$ cat config.mk
export PLATFORM = sky130hd
export DESIGN_NAME = sbr_snoop_ctrl
export DESIGN_NICKNAME = d
export VERILOG_FILES = /design/src/shared/sbr_pkg.sv /design/src/design/sbr_addr_queue.sv /design/src/design/sbr_snoop_ctrl.sv
export SDC_FILE = /design/constraint.sdc
export NUM_CORES = 1
export LEC_CHECK = 0
export ABC_AREA = 1
export CORE_UTILIZATION = 30
export CTS_CLUSTER_DIAMETER = 30
export DETAILED_ROUTE_END_ITERATION = 7
export DONT_BUFFER_PORTS = 1
export PLACE_DENSITY_LB_ADDON = 0.3
export RECOVER_POWER = 25
export SYNTH_ARGS = -nofsm -noshare
export SYNTH_HDL_FRONTEND = slang
export SYNTH_SLANG_ARGS = --single-unit
$ cat constraint.sdc
create_clock -name clk_sys_i -period 2.7 [get_ports clk_sys_i]
set_input_delay 0.81 -clock clk_sys_i [delete_from_list [all_inputs] [get_ports clk_sys_i]]
set_output_delay 0.81 -clock clk_sys_i [all_outputs]
set_load 0.02 [all_outputs]
$ cat src/shared/sbr_pkg.sv
/*
 * sbr_pkg: constants and types for the snoop-result block.
 * Assumes a single bus clock; bus inputs are active high and already decoded.
 */
package sbr_pkg;

	localparam int ADDR_W = 32;
	localparam int CMD_W  = 4;
	localparam int CNT_W  = 4;

	// bus command for memory write and invalidate
	localparam logic [CMD_W-1:0] CMD_MWI = 4'hf;

	// handling of memory write and invalidate
	localparam logic [1:0] MWI_CLEAN = 2'h0;
	localparam logic [1:0] MWI_HITM  = 2'h1;
	localparam logic [1:0] MWI_WAIT  = 2'h2;

	// fixed wait for target-ready before an invalidate result, in clocks
	localparam logic [CNT_W-1:0] MWI_WAIT_CYC = 4'h4;
	localparam logic [CNT_W-1:0] CNT_ONE      = 4'h1;
	localparam logic [CNT_W-1:0] CNT_ZERO     = 4'h0;

	// pending address count
	localparam logic [1:0] QCNT_0 = 2'h0;
	localparam logic [1:0] QCNT_1 = 2'h1;
	localparam logic [1:0] QCNT_2 = 2'h2;

	// snoop result pin levels: done high, modified-hit low-active
	localparam logic DONE_ON  = 1'h1;
	localparam logic DONE_OFF = 1'h0;
	localparam logic MOD_ON_N  = 1'h0;
	localparam logic MOD_OFF_N = 1'h1;

	typedef enum logic [2:0] {
		ST_STANDBY,
		ST_LOOK,
		ST_MWI_WAIT,
		ST_CLEAN,
		ST_HITM,
		ST_WB_CLEAN
	} sbr_state_t;

	typedef struct packed {
		logic [ADDR_W-1:0] addr;
		logic [CMD_W-1:0]  cmd;
		logic              own;
		logic              own_clean;
	} sbr_entry_t;

endpackage : sbr_pkg

$ cat src/design/sbr_addr_queue.sv
/*
 * sbr_addr_queue: two-entry latch of bus addresses awaiting snoop.
 * Assumes push, pop and drop are single-cycle strobes from the controller.
 */
`timescale 1ns/1ns
module sbr_addr_queue
	import sbr_pkg::*;
(
	// clock and reset
	input  wire logic              clk_sys_i,
	input  wire logic              rst_i,
	// control
	input  wire logic              push_i,
	input  wire sbr_pkg::sbr_entry_t entry_i,
	input  wire logic              pop_i,
	input  wire logic              drop2_i,
	// status
	output logic [1:0]             count_o,
	output sbr_pkg::sbr_entry_t    head_o
);
	import sbr_pkg::*;

	typedef struct packed {
		sbr_entry_t e0;
		sbr_entry_t e1;
		logic [1:0] cnt;
	} sbr_q_t;

	sbr_q_t q_q;
	sbr_q_t q_d;

	always_comb begin
		q_d = q_q;
		// discard the second address, its transfer already ended
		if (drop2_i && q_d.cnt == QCNT_2) begin
			q_d.cnt = QCNT_1;
		end
		if (pop_i && q_d.cnt != QCNT_0) begin
			q_d.e0  = q_d.e1;
			q_d.cnt = q_d.cnt - QCNT_1;
		end
		// at most two addresses held
		if (push_i && q_d.cnt != QCNT_2) begin // RULE_02
			if (q_d.cnt == QCNT_0) begin
				q_d.e0 = entry_i;
			end else begin
				q_d.e1 = entry_i;
			end
			q_d.cnt = q_d.cnt + QCNT_1;
		end
	end

	always_ff @(posedge clk_sys_i) begin
		if (rst_i) begin
			q_q <= '0;
		end else begin
			q_q <= q_d;
		end
	end

	assign count_o = q_q.cnt;
	assign head_o  = q_q.e0;

endmodule : sbr_addr_queue

$ cat src/design/sbr_snoop_ctrl.sv
/*
 * sbr_snoop_ctrl: cache-side snoop-result generator for a shared bus.
 * Assumes bus inputs are decoded active-high strobes synchronous to clk_sys_i,
 * a tag lookup engine that answers each request with one done pulse, and a
 * master engine that runs the full-line writeback when asked.
 */
`timescale 1ns/1ns

// Function
// [RULE_01] standby is done low; clean is 11; modified hit is done with low hit
// [RULE_02] hold two snoop addresses; second snoop starts right after first
// [RULE_03] drive standby while snooping, then clean when snoop finishes clean
// [RULE_04] after clean return to standby when no second address waits
// [RULE_05] second address from another master: standby after clean
// [RULE_06] own second writeback or known clean: clean may continue
// [RULE_07] hold modified hit until the dirty line is written back
// [RULE_08] clean in writeback address phase, then standby
// [RULE_09] cacheable target waits with target-ready off until snoop done
// [RULE_10] once modified-hit asserts, it stays until done also asserts
// [RULE_11] cacheable target retries a transaction that sees modified hit
// [RULE_12] memory controller floats data on reads when modified hit shown
// [RULE_13] while modified hit shows, cacheable transactions are retried
// [RULE_14] writeback moves the whole line in one transaction
// [RULE_15] memory controller stalls a writeback it cannot take yet
// [RULE_16] a locked target still accepts snoop writebacks
// [RULE_17] both sides may insert wait states during the writeback
// [RULE_18] write-and-invalidate may report clean on a dirty hit, invalidating it
// [RULE_19] done only asserts when ready for the next snoop address
// [RULE_20] write-and-invalidate may be treated as a normal modified hit
// [RULE_21] a wait for target-ready before the result has fixed length
// [RULE_22] target-ready seen during that wait: discard line, report clean
// [RULE_23] result refers to first address; next done belongs to second
// [RULE_24] second transaction ending during first snoop is not snooped
// [RULE_25] writeback order is independent of the triggering transaction
// [RULE_26] snoop signals sampled and state updated on the clock edge
module sbr_snoop_ctrl
	import sbr_pkg::*;
(
	// clock and reset
	input  wire logic                      clk_sys_i,
	input  wire logic                      rst_i,
	// bus observation
	input  wire logic                      addr_start_i,
	input  wire logic [sbr_pkg::ADDR_W-1:0] addr_i,
	input  wire logic [sbr_pkg::CMD_W-1:0]  cmd_i,
	input  wire logic                      own_master_i,
	input  wire logic                      own_clean_i,
	input  wire logic                      trdy_i,
	input  wire logic                      stop_i,
	// configuration
	input  wire logic [1:0]                mwi_mode_i,
	// tag lookup engine
	output logic                           lookup_req_o,
	output logic [sbr_pkg::ADDR_W-1:0]     lookup_addr_o,
	input  wire logic                      lookup_done_i,
	input  wire logic                      lookup_hit_mod_i,
	// writeback and invalidate
	output logic                           wb_req_o,
	output logic [sbr_pkg::ADDR_W-1:0]     wb_addr_o,
	input  wire logic                      wb_addr_phase_i,
	output logic                           inval_o,
	output logic [sbr_pkg::ADDR_W-1:0]     inval_addr_o,
	// snoop result pins
	output logic                           sdone_o,
	output logic                           sbo_n_o,
	// status
	output logic [1:0]                     pend_cnt_o
);
	import sbr_pkg::*;

	typedef struct packed {
		sbr_state_t        st;
		logic              sdone;
		logic              sbo_n;
		logic              lk_req;
		logic [ADDR_W-1:0] lk_addr;
		logic              lk_mwi;
		logic              hit_mod;
		logic [CNT_W-1:0]  cnt;
		logic              trdy_seen;
		logic              wb_req;
		logic [ADDR_W-1:0] wb_addr;
		logic              inval;
	} sbr_ctl_t;

	sbr_ctl_t   c_q;
	sbr_ctl_t   c_d;
	logic       push;
	logic       pop;
	logic       drop2;
	logic [1:0] qcnt;
	sbr_entry_t head;
	sbr_entry_t new_ent;

	// address latch
	sbr_addr_queue u_queue (
		.clk_sys_i (clk_sys_i),
		.rst_i     (rst_i),
		.push_i    (push),
		.entry_i   (new_ent),
		.pop_i     (pop),
		.drop2_i   (drop2),
		.count_o   (qcnt),
		.head_o    (head)
	);

	always_comb begin
		new_ent.addr      = addr_i;
		new_ent.cmd       = cmd_i;
		new_ent.own       = own_master_i;
		new_ent.own_clean = own_clean_i;
	end

	// no address latched while modified hit stands; targets retry those
	assign push = addr_start_i && c_q.st != ST_HITM; // RULE_13

	// second transfer ended while first still snooping: not snooped
	assign drop2 = (trdy_i || stop_i) && qcnt == QCNT_2; // RULE_24

	always_comb begin
		c_d        = c_q;
		pop        = 1'b0;
		c_d.lk_req = 1'b0;
		c_d.inval  = 1'b0;
		case (c_q.st)
			ST_STANDBY: begin
				c_d.sdone = DONE_OFF;
				c_d.sbo_n = MOD_OFF_N;
				// start the next snoop straight away
				if (qcnt != QCNT_0) begin // RULE_02
					c_d.lk_req  = 1'b1;
					c_d.lk_addr = head.addr;
					c_d.lk_mwi  = head.cmd == CMD_MWI;
					c_d.st      = ST_LOOK;
				end
			end
			ST_LOOK: begin
				// standby stays on the pins while the lookup runs
				if (lookup_done_i) begin // RULE_03
					c_d.hit_mod = lookup_hit_mod_i;
					if (c_q.lk_mwi && mwi_mode_i == MWI_WAIT) begin
						c_d.cnt       = MWI_WAIT_CYC - CNT_ONE; // RULE_21
						c_d.trdy_seen = trdy_i;
						c_d.st        = ST_MWI_WAIT;
					end else if (c_q.lk_mwi && mwi_mode_i == MWI_CLEAN) begin
						// dirty line dropped, every byte gets overwritten
						c_d.inval = lookup_hit_mod_i; // RULE_18
						c_d.sdone = DONE_ON;
						c_d.sbo_n = MOD_OFF_N;
						pop       = 1'b1; // RULE_23
						c_d.st    = ST_CLEAN;
					end else if (lookup_hit_mod_i) begin
						// also write-and-invalidate in normal handling
						c_d.sdone   = DONE_ON; // RULE_20
						c_d.sbo_n   = MOD_ON_N;
						c_d.wb_req  = 1'b1; // RULE_14
						c_d.wb_addr = c_q.lk_addr;
						pop         = 1'b1;
						c_d.st      = ST_HITM;
					end else begin
						c_d.sdone = DONE_ON; // RULE_03
						c_d.sbo_n = MOD_OFF_N;
						pop       = 1'b1;
						c_d.st    = ST_CLEAN;
					end
				end
			end
			ST_MWI_WAIT: begin
				c_d.trdy_seen = c_q.trdy_seen || trdy_i;
				c_d.cnt       = c_q.cnt - CNT_ONE;
				// result only after the full fixed wait
				if (c_q.cnt == CNT_ZERO) begin // RULE_21
					pop       = 1'b1;
					c_d.sdone = DONE_ON;
					if (c_q.hit_mod && !(c_q.trdy_seen || trdy_i)) begin
						c_d.sbo_n   = MOD_ON_N;
						c_d.wb_req  = 1'b1;
						c_d.wb_addr = c_q.lk_addr;
						c_d.st      = ST_HITM;
					end else begin
						c_d.inval = c_q.hit_mod; // RULE_22
						c_d.sbo_n = MOD_OFF_N;
						c_d.st    = ST_CLEAN;
					end
				end
			end
			ST_CLEAN: begin
				// own second address that is also known clean: clean again
				if (qcnt != QCNT_0 && head.own && head.own_clean && !drop2) begin // RULE_06
					pop       = 1'b1; // RULE_23
					c_d.sdone = DONE_ON;
					c_d.sbo_n = MOD_OFF_N;
				end else begin
					// standby: idle, or second snoop in progress
					c_d.sdone = DONE_OFF; // RULE_04 RULE_05
					c_d.sbo_n = MOD_OFF_N;
					c_d.st    = ST_STANDBY;
				end
			end
			ST_HITM: begin
				// modified hit held with done until the writeback starts
				c_d.sdone = DONE_ON; // RULE_10
				c_d.sbo_n = MOD_ON_N; // RULE_07
				if (wb_addr_phase_i) begin // RULE_25 RULE_17
					c_d.sbo_n  = MOD_OFF_N; // RULE_08
					c_d.wb_req = 1'b0;
					c_d.st     = ST_WB_CLEAN;
				end
			end
			ST_WB_CLEAN: begin
				// back to standby, ready for a new address
				c_d.sdone = DONE_OFF; // RULE_08 RULE_19
				c_d.sbo_n = MOD_OFF_N;
				c_d.st    = ST_STANDBY;
			end
			default: begin
				c_d.sdone  = DONE_OFF;
				c_d.sbo_n  = MOD_OFF_N;
				c_d.wb_req = 1'b0;
				c_d.st     = ST_STANDBY;
			end
		endcase
	end

	// all state moves on the rising edge
	always_ff @(posedge clk_sys_i) begin // RULE_26
		if (rst_i) begin
			c_q       <= '0;
			c_q.st    <= ST_STANDBY;
			c_q.sdone <= DONE_OFF;
			c_q.sbo_n <= MOD_OFF_N;
		end else begin
			c_q <= c_d;
		end
	end

	// pin encoding: 0x standby, 11 clean, 10 modified hit
	assign sdone_o       = c_q.sdone; // RULE_01
	assign sbo_n_o       = c_q.sbo_n; // RULE_01
	assign lookup_req_o  = c_q.lk_req;
	assign lookup_addr_o = c_q.lk_addr;
	assign wb_req_o      = c_q.wb_req;
	assign wb_addr_o     = c_q.wb_addr;
	assign inval_o       = c_q.inval;
	assign inval_addr_o  = c_q.lk_addr;
	assign pend_cnt_o    = qcnt;

endmodule : sbr_snoop_ctrl

Word level (Yosys, flattened, before mapping)
Cells that the tools add are included.

operators by class
  mux-type cells = 39
  bitwise logic cells = 3
  reductions and logical operators = 32
  equal/unequal tests = 20
  $add $sub $neg = 3

operator list
  cell                                           number
  2-to-1 mux 38 bit                              3
  2-to-1 mux 34 bit                              3
  2-to-1 mux 33 bit                              3
  2-to-1 mux 78 bit                              1
  one-hot mux 33 bit (2 select lines)            1
  2-to-1 mux 39 bit                              1
  2-to-1 mux 5 bit                               5
  one-hot mux 5 bit (5 select lines)             1
  inequality test 2 bit, second input constant   11
  2-to-1 mux 3 bit                               5
  logical AND 1 bit                              11
  one-hot mux 5 bit (2 select lines)             1
  2-to-1 mux 1 bit                               9
  2-to-1 mux 2 bit                               4
  AND reduction 8 bit                            1
  AND reduction 7 bit                            1
  == test 3 x 2 -> 1 bit, second input constant  2
  == test 3 bit, second input constant           2
  AND reduction 2 bit                            3
  AND reduction 3 bit                            2
  nonzero test 2 bit                             3
  AND reduction 5 bit                            1
  == test 2 bit, second input constant           2
  == test 4 bit, second input constant           1
  15 further kinds                               20

storage, ports and cells
  word-level logic and storage cells = 118
  output and inout port bits = 103
  bits in registers = 157
  input port bits = 48

Logic depth before layout (Yosys ltp)
Gate-level depths: netlist of run 1.

  depth after elaboration = 11
  depth in mapped cells = 19

By module
From an unflattened synthesis of run 1, not the netlist that was laid out.

unflattened totals
  cell total of the unflattened synthesis = 1259
  area total of the unflattened synthesis = 8331.7 um^2

by module, submodules not included
  module          times used  area an instance (um^2)  cells each
  sbr_snoop_ctrl  1           4375.4                   622
  sbr_addr_queue  1           3956.3                   637

Least setup slack after synthesis of run 1
No wires, ideal clock.

  path type = in2reg
  from = input stop_i
  to = register u_queue.q_q, in the netlist u_queue.head_o[10]
  stages on the path = 13
  library setup time = 0.113 ns
  path slack = 0.035 ns
  arrival time = 2.552 ns
  cell sequence = o21ai_0 > nand3_1 > nand3_2 > nand2_2 > nand2_2 > nand2_2 > ha_1 > nor3_2 > nand3_2 > buf_6 > buf_6 > nor2_1 > nor2_1

on the way
  cells in the longest elaborated chain, start to end = 11
  elaborated cells between the ends (all ways) = 18

ends and longest elaborated chain
  element                                                            line                                        text
  start: declaration                                                 sbr_snoop_ctrl.sv:49                        input wire logic stop_i,
  logical OR 1 bit *                                                 sbr_snoop_ctrl.sv:118                       assign drop2 = (trdy_i || stop_i) && qcnt == QCNT_2;
  logical AND 1 bit *                                                sbr_snoop_ctrl.sv:118
  logical NOT 1 bit                                                  sbr_snoop_ctrl.sv:189                       if (qcnt != QCNT_0 && head.own && head.own_clean && !drop2) begin
  logical AND 1 bit                                                  sbr_snoop_ctrl.sv:189
  2-to-1 mux 1 bit                                                   sbr_snoop_ctrl.sv:189
  one-hot mux 1 bit (3 select lines)                                 sbr_snoop_ctrl.sv:125                       case (c_q.st)
  logical AND 1 bit                                                  sbr_addr_queue.sv:38                        if (pop_i && q_d.cnt != QCNT_0) begin
  2-to-1 mux 2 bit                                                   sbr_addr_queue.sv:38
  logical NOT 2 bit / inequality test 2 bit (equally long branches)  sbr_addr_queue.sv:44, sbr_addr_queue.sv:43
  2-to-1 mux 38 bit / logical AND 1 bit (equally long branches)      sbr_addr_queue.sv:44, sbr_addr_queue.sv:43
  2-to-1 mux 78 bit *                                                sbr_addr_queue.sv:43                        if (push_i && q_d.cnt != QCNT_2) begin
  end signal: assignment                                             sbr_addr_queue.sv:57                        q_q <= q_d;
  end: declaration                                                   sbr_addr_queue.sv:29                        sbr_q_t q_q;

Mark *: on every way between the ends. The rest lies on a longest branch, timed or not.
A chain may end at the register's enable or synchronous reset.

Worst setup path in the final report of run 1
  from = register u_queue.q_q, in the netlist u_queue.count_o[0]
  to = register u_queue.q_q, in the netlist u_queue.head_o[8]

on the way
  cells in the longest elaborated chain, start to end = 11
  elaborated cells between the ends (all ways) = 21

ends and longest elaborated chain
  element                                                            line
  == test 2 bit / nonzero test 2 bit (equally long branches)         sbr_addr_queue.sv:35, sbr_snoop_ctrl.sv:118, sbr_snoop_ctrl.sv:189
  logical AND 1 bit, on equally long branches                        sbr_snoop_ctrl.sv:118, sbr_snoop_ctrl.sv:189
  logical NOT 1 bit / logical AND 1 bit (equally long branches)      sbr_snoop_ctrl.sv:189
  logical AND 1 bit                                                  sbr_snoop_ctrl.sv:189
  2-to-1 mux 1 bit                                                   sbr_snoop_ctrl.sv:189
  one-hot mux 1 bit (3 select lines)                                 sbr_snoop_ctrl.sv:125
  logical AND 1 bit                                                  sbr_addr_queue.sv:38
  2-to-1 mux 2 bit                                                   sbr_addr_queue.sv:38
  logical NOT 2 bit / inequality test 2 bit (equally long branches)  sbr_addr_queue.sv:44, sbr_addr_queue.sv:43
  2-to-1 mux 38 bit / logical AND 1 bit (equally long branches)      sbr_addr_queue.sv:44, sbr_addr_queue.sv:43
  2-to-1 mux 78 bit *                                                sbr_addr_queue.sv:43

Marks and branches as above.

==> metrics, run 1 <==
status=finished, final reports clean; first-pass GRT wire length=25900 um; Tmin final=2550 ps; Port Buffers=0; Slew HR=between 40% and 50%; multi-input combinational cell area=2750 um^2; Avg Inst Size Synth=7.08 um^2; Core Box Area=~24000 um^2; Crit. End Element=register; post-DP HPWL=~11000 um; TritonCTS clock tree=built; ANT cells=0; clock sinks=157; type of the worst setup path=register to register; Post-Syn Instances=1026; Initial Util=30.8%; number of global-route vias before repair=~4700; maxcap violations=0; Power Total=roughly 11000 uW; Horiz. Die Dim=around 160 um; max frequency=between 300 and 400 MHz; synthesis-stage register bit count=roughly 160; multiplexer area fraction after synthesis=0%; final setup fails=0; total negative slack=0 ps; CP Max Fanout=8; Area Growth Syn to Fin=5.18%; clock skew=9.54 ps; Max Slew Vio Count=0; worst hold slack=approximately 440 ps; cts hold-fix bufs=0; adder-cell area share of the yosys netlist=0.689%; DR DRC count=0; die span in y=158 um; sequential-to-total area share from yosys stat=between 40 and 50%; Tightest Pin Transition=806 ps; CP Launch Type=register; total grt overflow=0; FFs w/ async S/R, synth=0%; drt wl/cell=about 14 um; largest net degree at the start of global routing=77; initial antenna violation count=0; mapped cell area=around 7300 um^2; DRT iter0 DRCs=490; Synth Area in Compound Gates=between 10% and 20%; Total Die Area=24800 um^2; Max IR drop VDD=around 0.41 mV; Synth cell types=30; clock tree buffer depth=2; Pwr Density=approximately 1400 nW/um^2; total wire length=roughly 18000 um; xor and xnor area share after synthesis=less than 1%; largest family of logic cells by synthesized area=simple AND/OR/NAND/NOR gates; DR vias=around 5500; WP data required=3010 ps; row cnt=56; Pleak=roughly 0.0032 uW; Nets=just under 1000; Post-synth EDFFs=0; Sequential cell area=roughly 3100 um^2; TritonCTS Buffers=17; Filler cells=roughly 2500; Reg clk slew, reported paths=about 60 ps; YS warnings=0; CTS root buf=clkbuf_16; I/O pins=approximately 150; post-synthesis simple-gate area fraction=a little over a fifth; share of cells above drive strength 1=about 8.4%; clk_lat worst skew=about 420 ps; critical path arrival=approximately 2900 ps; first-pass iteration count of the detailed router=5; via-per-instance ratio=approximately 4.3; Tcrit/Tclk final=~94%; ys flop type=dfxtp_1; finished layout cell area=about 7600 um^2; Post-Syn Nets=about 1100; H-tree Lvls=4; Routed Antenna Nets=0; min-delay worst type=register to register; GPL Wtd Cong=0.865; Total GRT Usage=13.5%; final hold vios=0; Placed Area=approximately 6900 um^2
## worst max-delay path: stages, from the launching register on
cell       delay, ps
dfxtp_1          330
inv_1             70
ha_2             190
inv_2             90
nand2_1           70
nor2_2           100
nand3_1          110
nand3_2          130
nand2_2           70
nand2_2           90
nand2_2           90
ha_2             200
nor3_4           240
nand3_4          240
clkbuf_16        250
nor2_1           100
nor2_1            50
## final timing paths
kind	start	to	slack [ps]	depth (start not counted)
worst max register to register	u_queue.count_o[0]$_SDFF_PP0_	u_queue.head_o[8]$_SDFF_PP0_	150	16
worst min register to register	u_queue.q_q[36]$_SDFFE_PP0P_	u_queue.q_q[36]$_SDFFE_PP0P_	440	2
worst min-delay path	u_queue.q_q[36]$_SDFFE_PP0P_	u_queue.q_q[36]$_SDFFE_PP0P_	440	2
worst max-delay path	u_queue.count_o[0]$_SDFF_PP0_	u_queue.head_o[8]$_SDFF_PP0_	150	16
## cell type report
| class | count | area share, % |
|---|---|---|
| multi-input cells | 614 | 35.9 |
| clock buffers | 21 | 6.29 |
| well taps | 319 | 5.22 |
| flip-flops and latches | 157 | 41.1 |
| clock inverters | 11 | 1.74 |
| repair buffers | 29 | 4.57 |
| inverters | 104 | 5.11 |
## stage by stage
step	std cells	setup slack [ps]	utilization [%]
2_1_floorplan	1026	35.4	-
3_3_place_gp	1214	89.4	29.1
3_5_place_dp	1214	-15.8	29.1
4_1_cts	1246	168	31.7
5_1_grt	1255	-16.7	32.4
6_report	1255	150	32.4
## synthesized netlist by cell type (3+ instances only)
master,count,area (um^2)
buf_6,6,67.6
o21ai_0,119,596
a211oi_1,3,22.5
clkbuf_1,32,120
nand3_2,4,40.0
buf_4,101,758
nand2_1,206,773
nor2_1,163,612
a21oi_1,83,415
o21ai_1,3,15.0
buf_2,11,55.1
nand2_2,5,31.3
nand3_1,10,50.1
inv_2,4,15.0
dfxtp_1,157,3140
inv_1,99,372
ha_1,4,50.1
## where the power goes
part           total (uW)  leakage [uW]  switching [uW]  internal (uW)
sequential           4520       0.00129            1350           3180
clock                2450      0.000296             978           1470
combinational        3660       0.00162            2270           1390
## registers in the layout, indices dropped and copies added (netlist names)
| name | count |
|---|---|
| u_queue.head_o | 38 |
| u_queue.q_q | 38 |
| inval_addr_o | 32 |
| wb_addr_o | 32 |
| c_q | 10 |
| u_queue.count_o | 2 |
| inval_o | 1 |
| lookup_req_o | 1 |
| sbo_n_o | 1 |
| sdone_o | 1 |
| wb_req_o | 1 |
## metal layers
metal / global-route usage [%] / wire (um) / vias up
met3: 5.67 / 1490 / 12
met2: 17.9 / 7200 / 145
met1: 19.3 / 8690 / 2398
li1: - / - / 2899
met5: 0 / 0 / -
met4: 4.53 / 201 / 0
## cells in the final DEF, fill, tap and decap left out, types with 2 or more instances in the layout
cell        instances
nand3_2             3
clkbuf_8            4
inv_1              99
nand4_1             2
a21oi_1            83
clkinvlp_4          2
buf_12              6
dfxtp_1           157
o21ai_0           118
a211oi_1            3
bufinv_16           2
o21ai_1             4
nand3_1            10
nand2_2             5
nor3_1              2
buf_4              15
clkinv_4            5
nor3_4              2
ha_2                2
clkbuf_1            2
nor2_1            162
clkbuf_16          20
a32oi_1             2
buf_6               3
nand2_1           206
ha_1                2
inv_2               4
## kinds of logic after synthesis
logic type	after synthesis
AND/OR/NAND/NOR	397
XOR/XNOR	1
AO/OA/AOI/OAI	212
flip-flops	157
adder cells (fa/ha/maj)	4
buffers and inverters	255
## timing repair
| item | 4_1_cts | 5_1_grt |
|---|---|---|
| buffers inserted | 0 | 3 |
| gates resized for setup | 0 | 10 |
| setup endpoints to repair | 0 | 38 |
No activity file was read; power rests on OpenSTA's default activity.
==> run 2, diff against run 1 <==
--- a/config.mk
+++ b/config.mk
@@ -6,7 +6,8 @@
 export NUM_CORES = 1
 export LEC_CHECK = 0
 export ABC_AREA = 1
-export CORE_UTILIZATION = 30
+export CORE_UTILIZATION = 60
+export CTS_BUF_LIST = sky130_fd_sc_hd__clkbuf_2 sky130_fd_sc_hd__clkbuf_4 sky130_fd_sc_hd__clkbuf_8
 export CTS_CLUSTER_DIAMETER = 30
 export DETAILED_ROUTE_END_ITERATION = 7
 export DONT_BUFFER_PORTS = 1
==> run 2 against run 1 <==
- the flow now finishes with violations (DRC)
- critical path depth unchanged
- critical endpoint is now u_queue.head_o[2]$_SDFF_PP0_
- first-iteration DRC count decreased by 12%
- design area decreased by 6.1%
- fmax decreased by 1.2%
- global-route usage increased by 10 points
- largest cell class unchanged
==> metrics, run 2 (synthesis gave the netlist of run 1 again) <==
status=complete, but fails checks; failing checks=DRC; DRT iter0 DRCs=433 (-12%); type of the worst setup path=register to register; clock tree buffer depth=2 (unchanged); share of cells above drive strength 1=8.70% (+0.26 points); Setup WS post-layout=119 ps (-31.2 ps); Total GRT Usage=24.0% (+10 points); Crit. End Element=register; first-pass iteration count of the detailed router=8 (+3); worst-case reg-to-reg path depth=16 (unchanged); TritonCTS clock tree=built; WHS Path Cells=1 (-1); Slowest cell on crit path=dfxtp_2; die span in y=112 um (-29%); Port Buffers=0 (unchanged); TritonCTS Buffers=17 (unchanged); pre-CTS WS=37.0 ps (+52.9 ps); Area Growth Syn to Fin=-1.26%; WP data required=3050 ps (+40 ps); Max IR drop VDD=0.531 mV (+28%); largest net degree at the start of global routing=77 (unchanged); Tightest Pin Transition=1340 ps (+530 ps); critical path arrival=2930 ps (+70 ps); worst reg2reg path startpoint=u_queue.count_o[0]$_SDFF_PP0_; total negative slack=0 ps (unchanged); max frequency=387 MHz (-1.2%); CP Max Fanout=19 (+11); min-delay worst type=primary input to register; DR vias=5635 (+3.3%); post-DP HPWL=9650 um (-15%); final setup fails=0 (unchanged); number of global-route vias before repair=4694 (+0.92%); CP Launch Type=register; Max Slew Vio Count=0 (unchanged); first-pass GRT wire length=23900 um (-8.0%); DR DRC count=18 (+18); drt wl/cell=15.0 um (+6.9%); final hold vios=0 (unchanged); Core Box Area=11600 um^2 (-51%); Horiz. Die Dim=112 um (-29%); reg2reg setup slack=120 ps (-30 ps); row cnt=39 (-30%); H-tree Lvls=4 (unchanged); Slew HR=10.9% (-35 points); most frequent cells in the layout=206 x nand2_1, 162 x nor2_1, 155 x dfxtp_1; clk_lat worst skew=450 ps (+30 ps); I/O pins=151 (unchanged); Hold Startpoint=rst_i; CTS root buf=clkbuf_8; RR Endpoint=u_queue.head_o[2]$_SDFF_PP0_; commonest non-fill, non-tap cell in the layout=nand2_1; via-per-instance ratio=5.25 (+21%); Nets=970 (-0.51%); Max stage delay on crit path=340 ps (about the same); total wire length=16100 um (-8.5%); GPL Wtd Cong=0.899 (+4.0%); Reg clk slew, reported paths=80 ps (+20 ps); Routed Antenna Nets=0 (unchanged); Min-Delay Endpoint=lookup_req_o$_SDFF_PP0_; clock sinks=157 (unchanged); worst-path cell chain=inv_2 -> ha_2 -> inv_2 -> nand2_1 -> nor2_2 -> nand3_2 -> nand3_2 -> nand2_2 -> nand2_4 -> nand2_8 -> ha_4 -> nor3_4 -> nand3_4 -> buf_6 -> nor2_1 -> nor2_1; Pwr Density=1390 nW/um^2 (-0.17%); maxcap violations=0 (unchanged); ANT cells=0 (unchanged); Tmin final=2580 ps (+31.2 ps); Initial Util=62.6% (+32 points); Total Die Area=12600 um^2 (-49%); clock skew=11.5 ps (+1.98 ps); Pleak=0.00308 uW (-3.9%); Tcrit/Tclk final=95.6% (+1.2 points); total grt overflow=0 (unchanged); initial antenna violation count=0 (unchanged)
-- run 2: power by group --
group	switching, uW	internal (uW)	leakage (uW)	total, uW
Clock	856	855	0.000197	1710
Sequential	1330	3170	0.00129	4500
Combinational	2360	1390	0.00160	3750
-- run 2: what timing repair did --
action | 4_1_cts | 5_1_grt
gates resized for setup | 0 | 16
hold buffers | 0 | 0
hold endpoints to repair | 0 | 0
buffers inserted | 0 | 1
setup endpoints to repair | 0 | 37
-- run 2: final cells by class --
| type | count | area, um^2 |
|---|---|---|
| fill | 1076 | 4440 |
| sequential | 157 | 3150 |
| multi-input combinational | 615 | 2800 |
| inverter | 104 | 390 |
| timing repair buffer | 23 | 279 |
| clock buffer | 19 | 262 |
| tap | 143 | 179 |
| clock inverter | 13 | 123 |
-- run 2: per-layer routing --
layer | track usage, % | vias up | wire length, um
li1 | - | 2905 | -
met1 | 35.2 | 2497 | 7520
met2 | 32.8 | 212 | 6860
met3 | 8.10 | 21 | 1460
met4 | 7.82 | 0 | 255
met5 | 0 | - | 0
-- run 2: how the worst max path moves through the flow --
stage | startpoint | end | slack, ps | depth (start not counted)
global route | u_queue.count_o[0]$_SDFF_PP0_ | u_queue.head_o[36]$_SDFF_PP0_ | -50 | 17
detailed placement | stop_i | u_queue.head_o[16]$_SDFF_PP0_ | 40 | 12
finish | u_queue.count_o[0]$_SDFF_PP0_ | u_queue.head_o[2]$_SDFF_PP0_ | 120 | 16
global placement | stop_i | u_queue.head_o[25]$_SDFF_PP0_ | 80 | 12
CTS | u_queue.count_o[0]$_SDFF_PP0_ | u_queue.head_o[27]$_SDFF_PP0_ | 200 | 17
floorplan | stop_i | u_queue.head_o[10]$_SDFF_PP0_ | 40 | 13
-- run 2: metrics by stage --
stage                     instance area [um^2]  std cells  hold slack (ps)  utilization (%)  power, uW
after floorplan                           7260       1026              425                -       7650
after global placement                    6570       1032              435             56.6       7600
after detailed placement                  6570       1032              440             56.6       7670
after CTS                                 6950       1064              395             59.9       9390
after global routing                      7170       1074              387             61.8      10800
final                                     7170       1074              416             61.8       9960
-- run 2: critical path, delay by kind of cell, from the launching register on --
kind | cells | cell delay (ps)
simple gates | 11 | 1420
buf+inv | 3 | 370
flops | 1 | 340
fa+ha+maj | 2 | 340
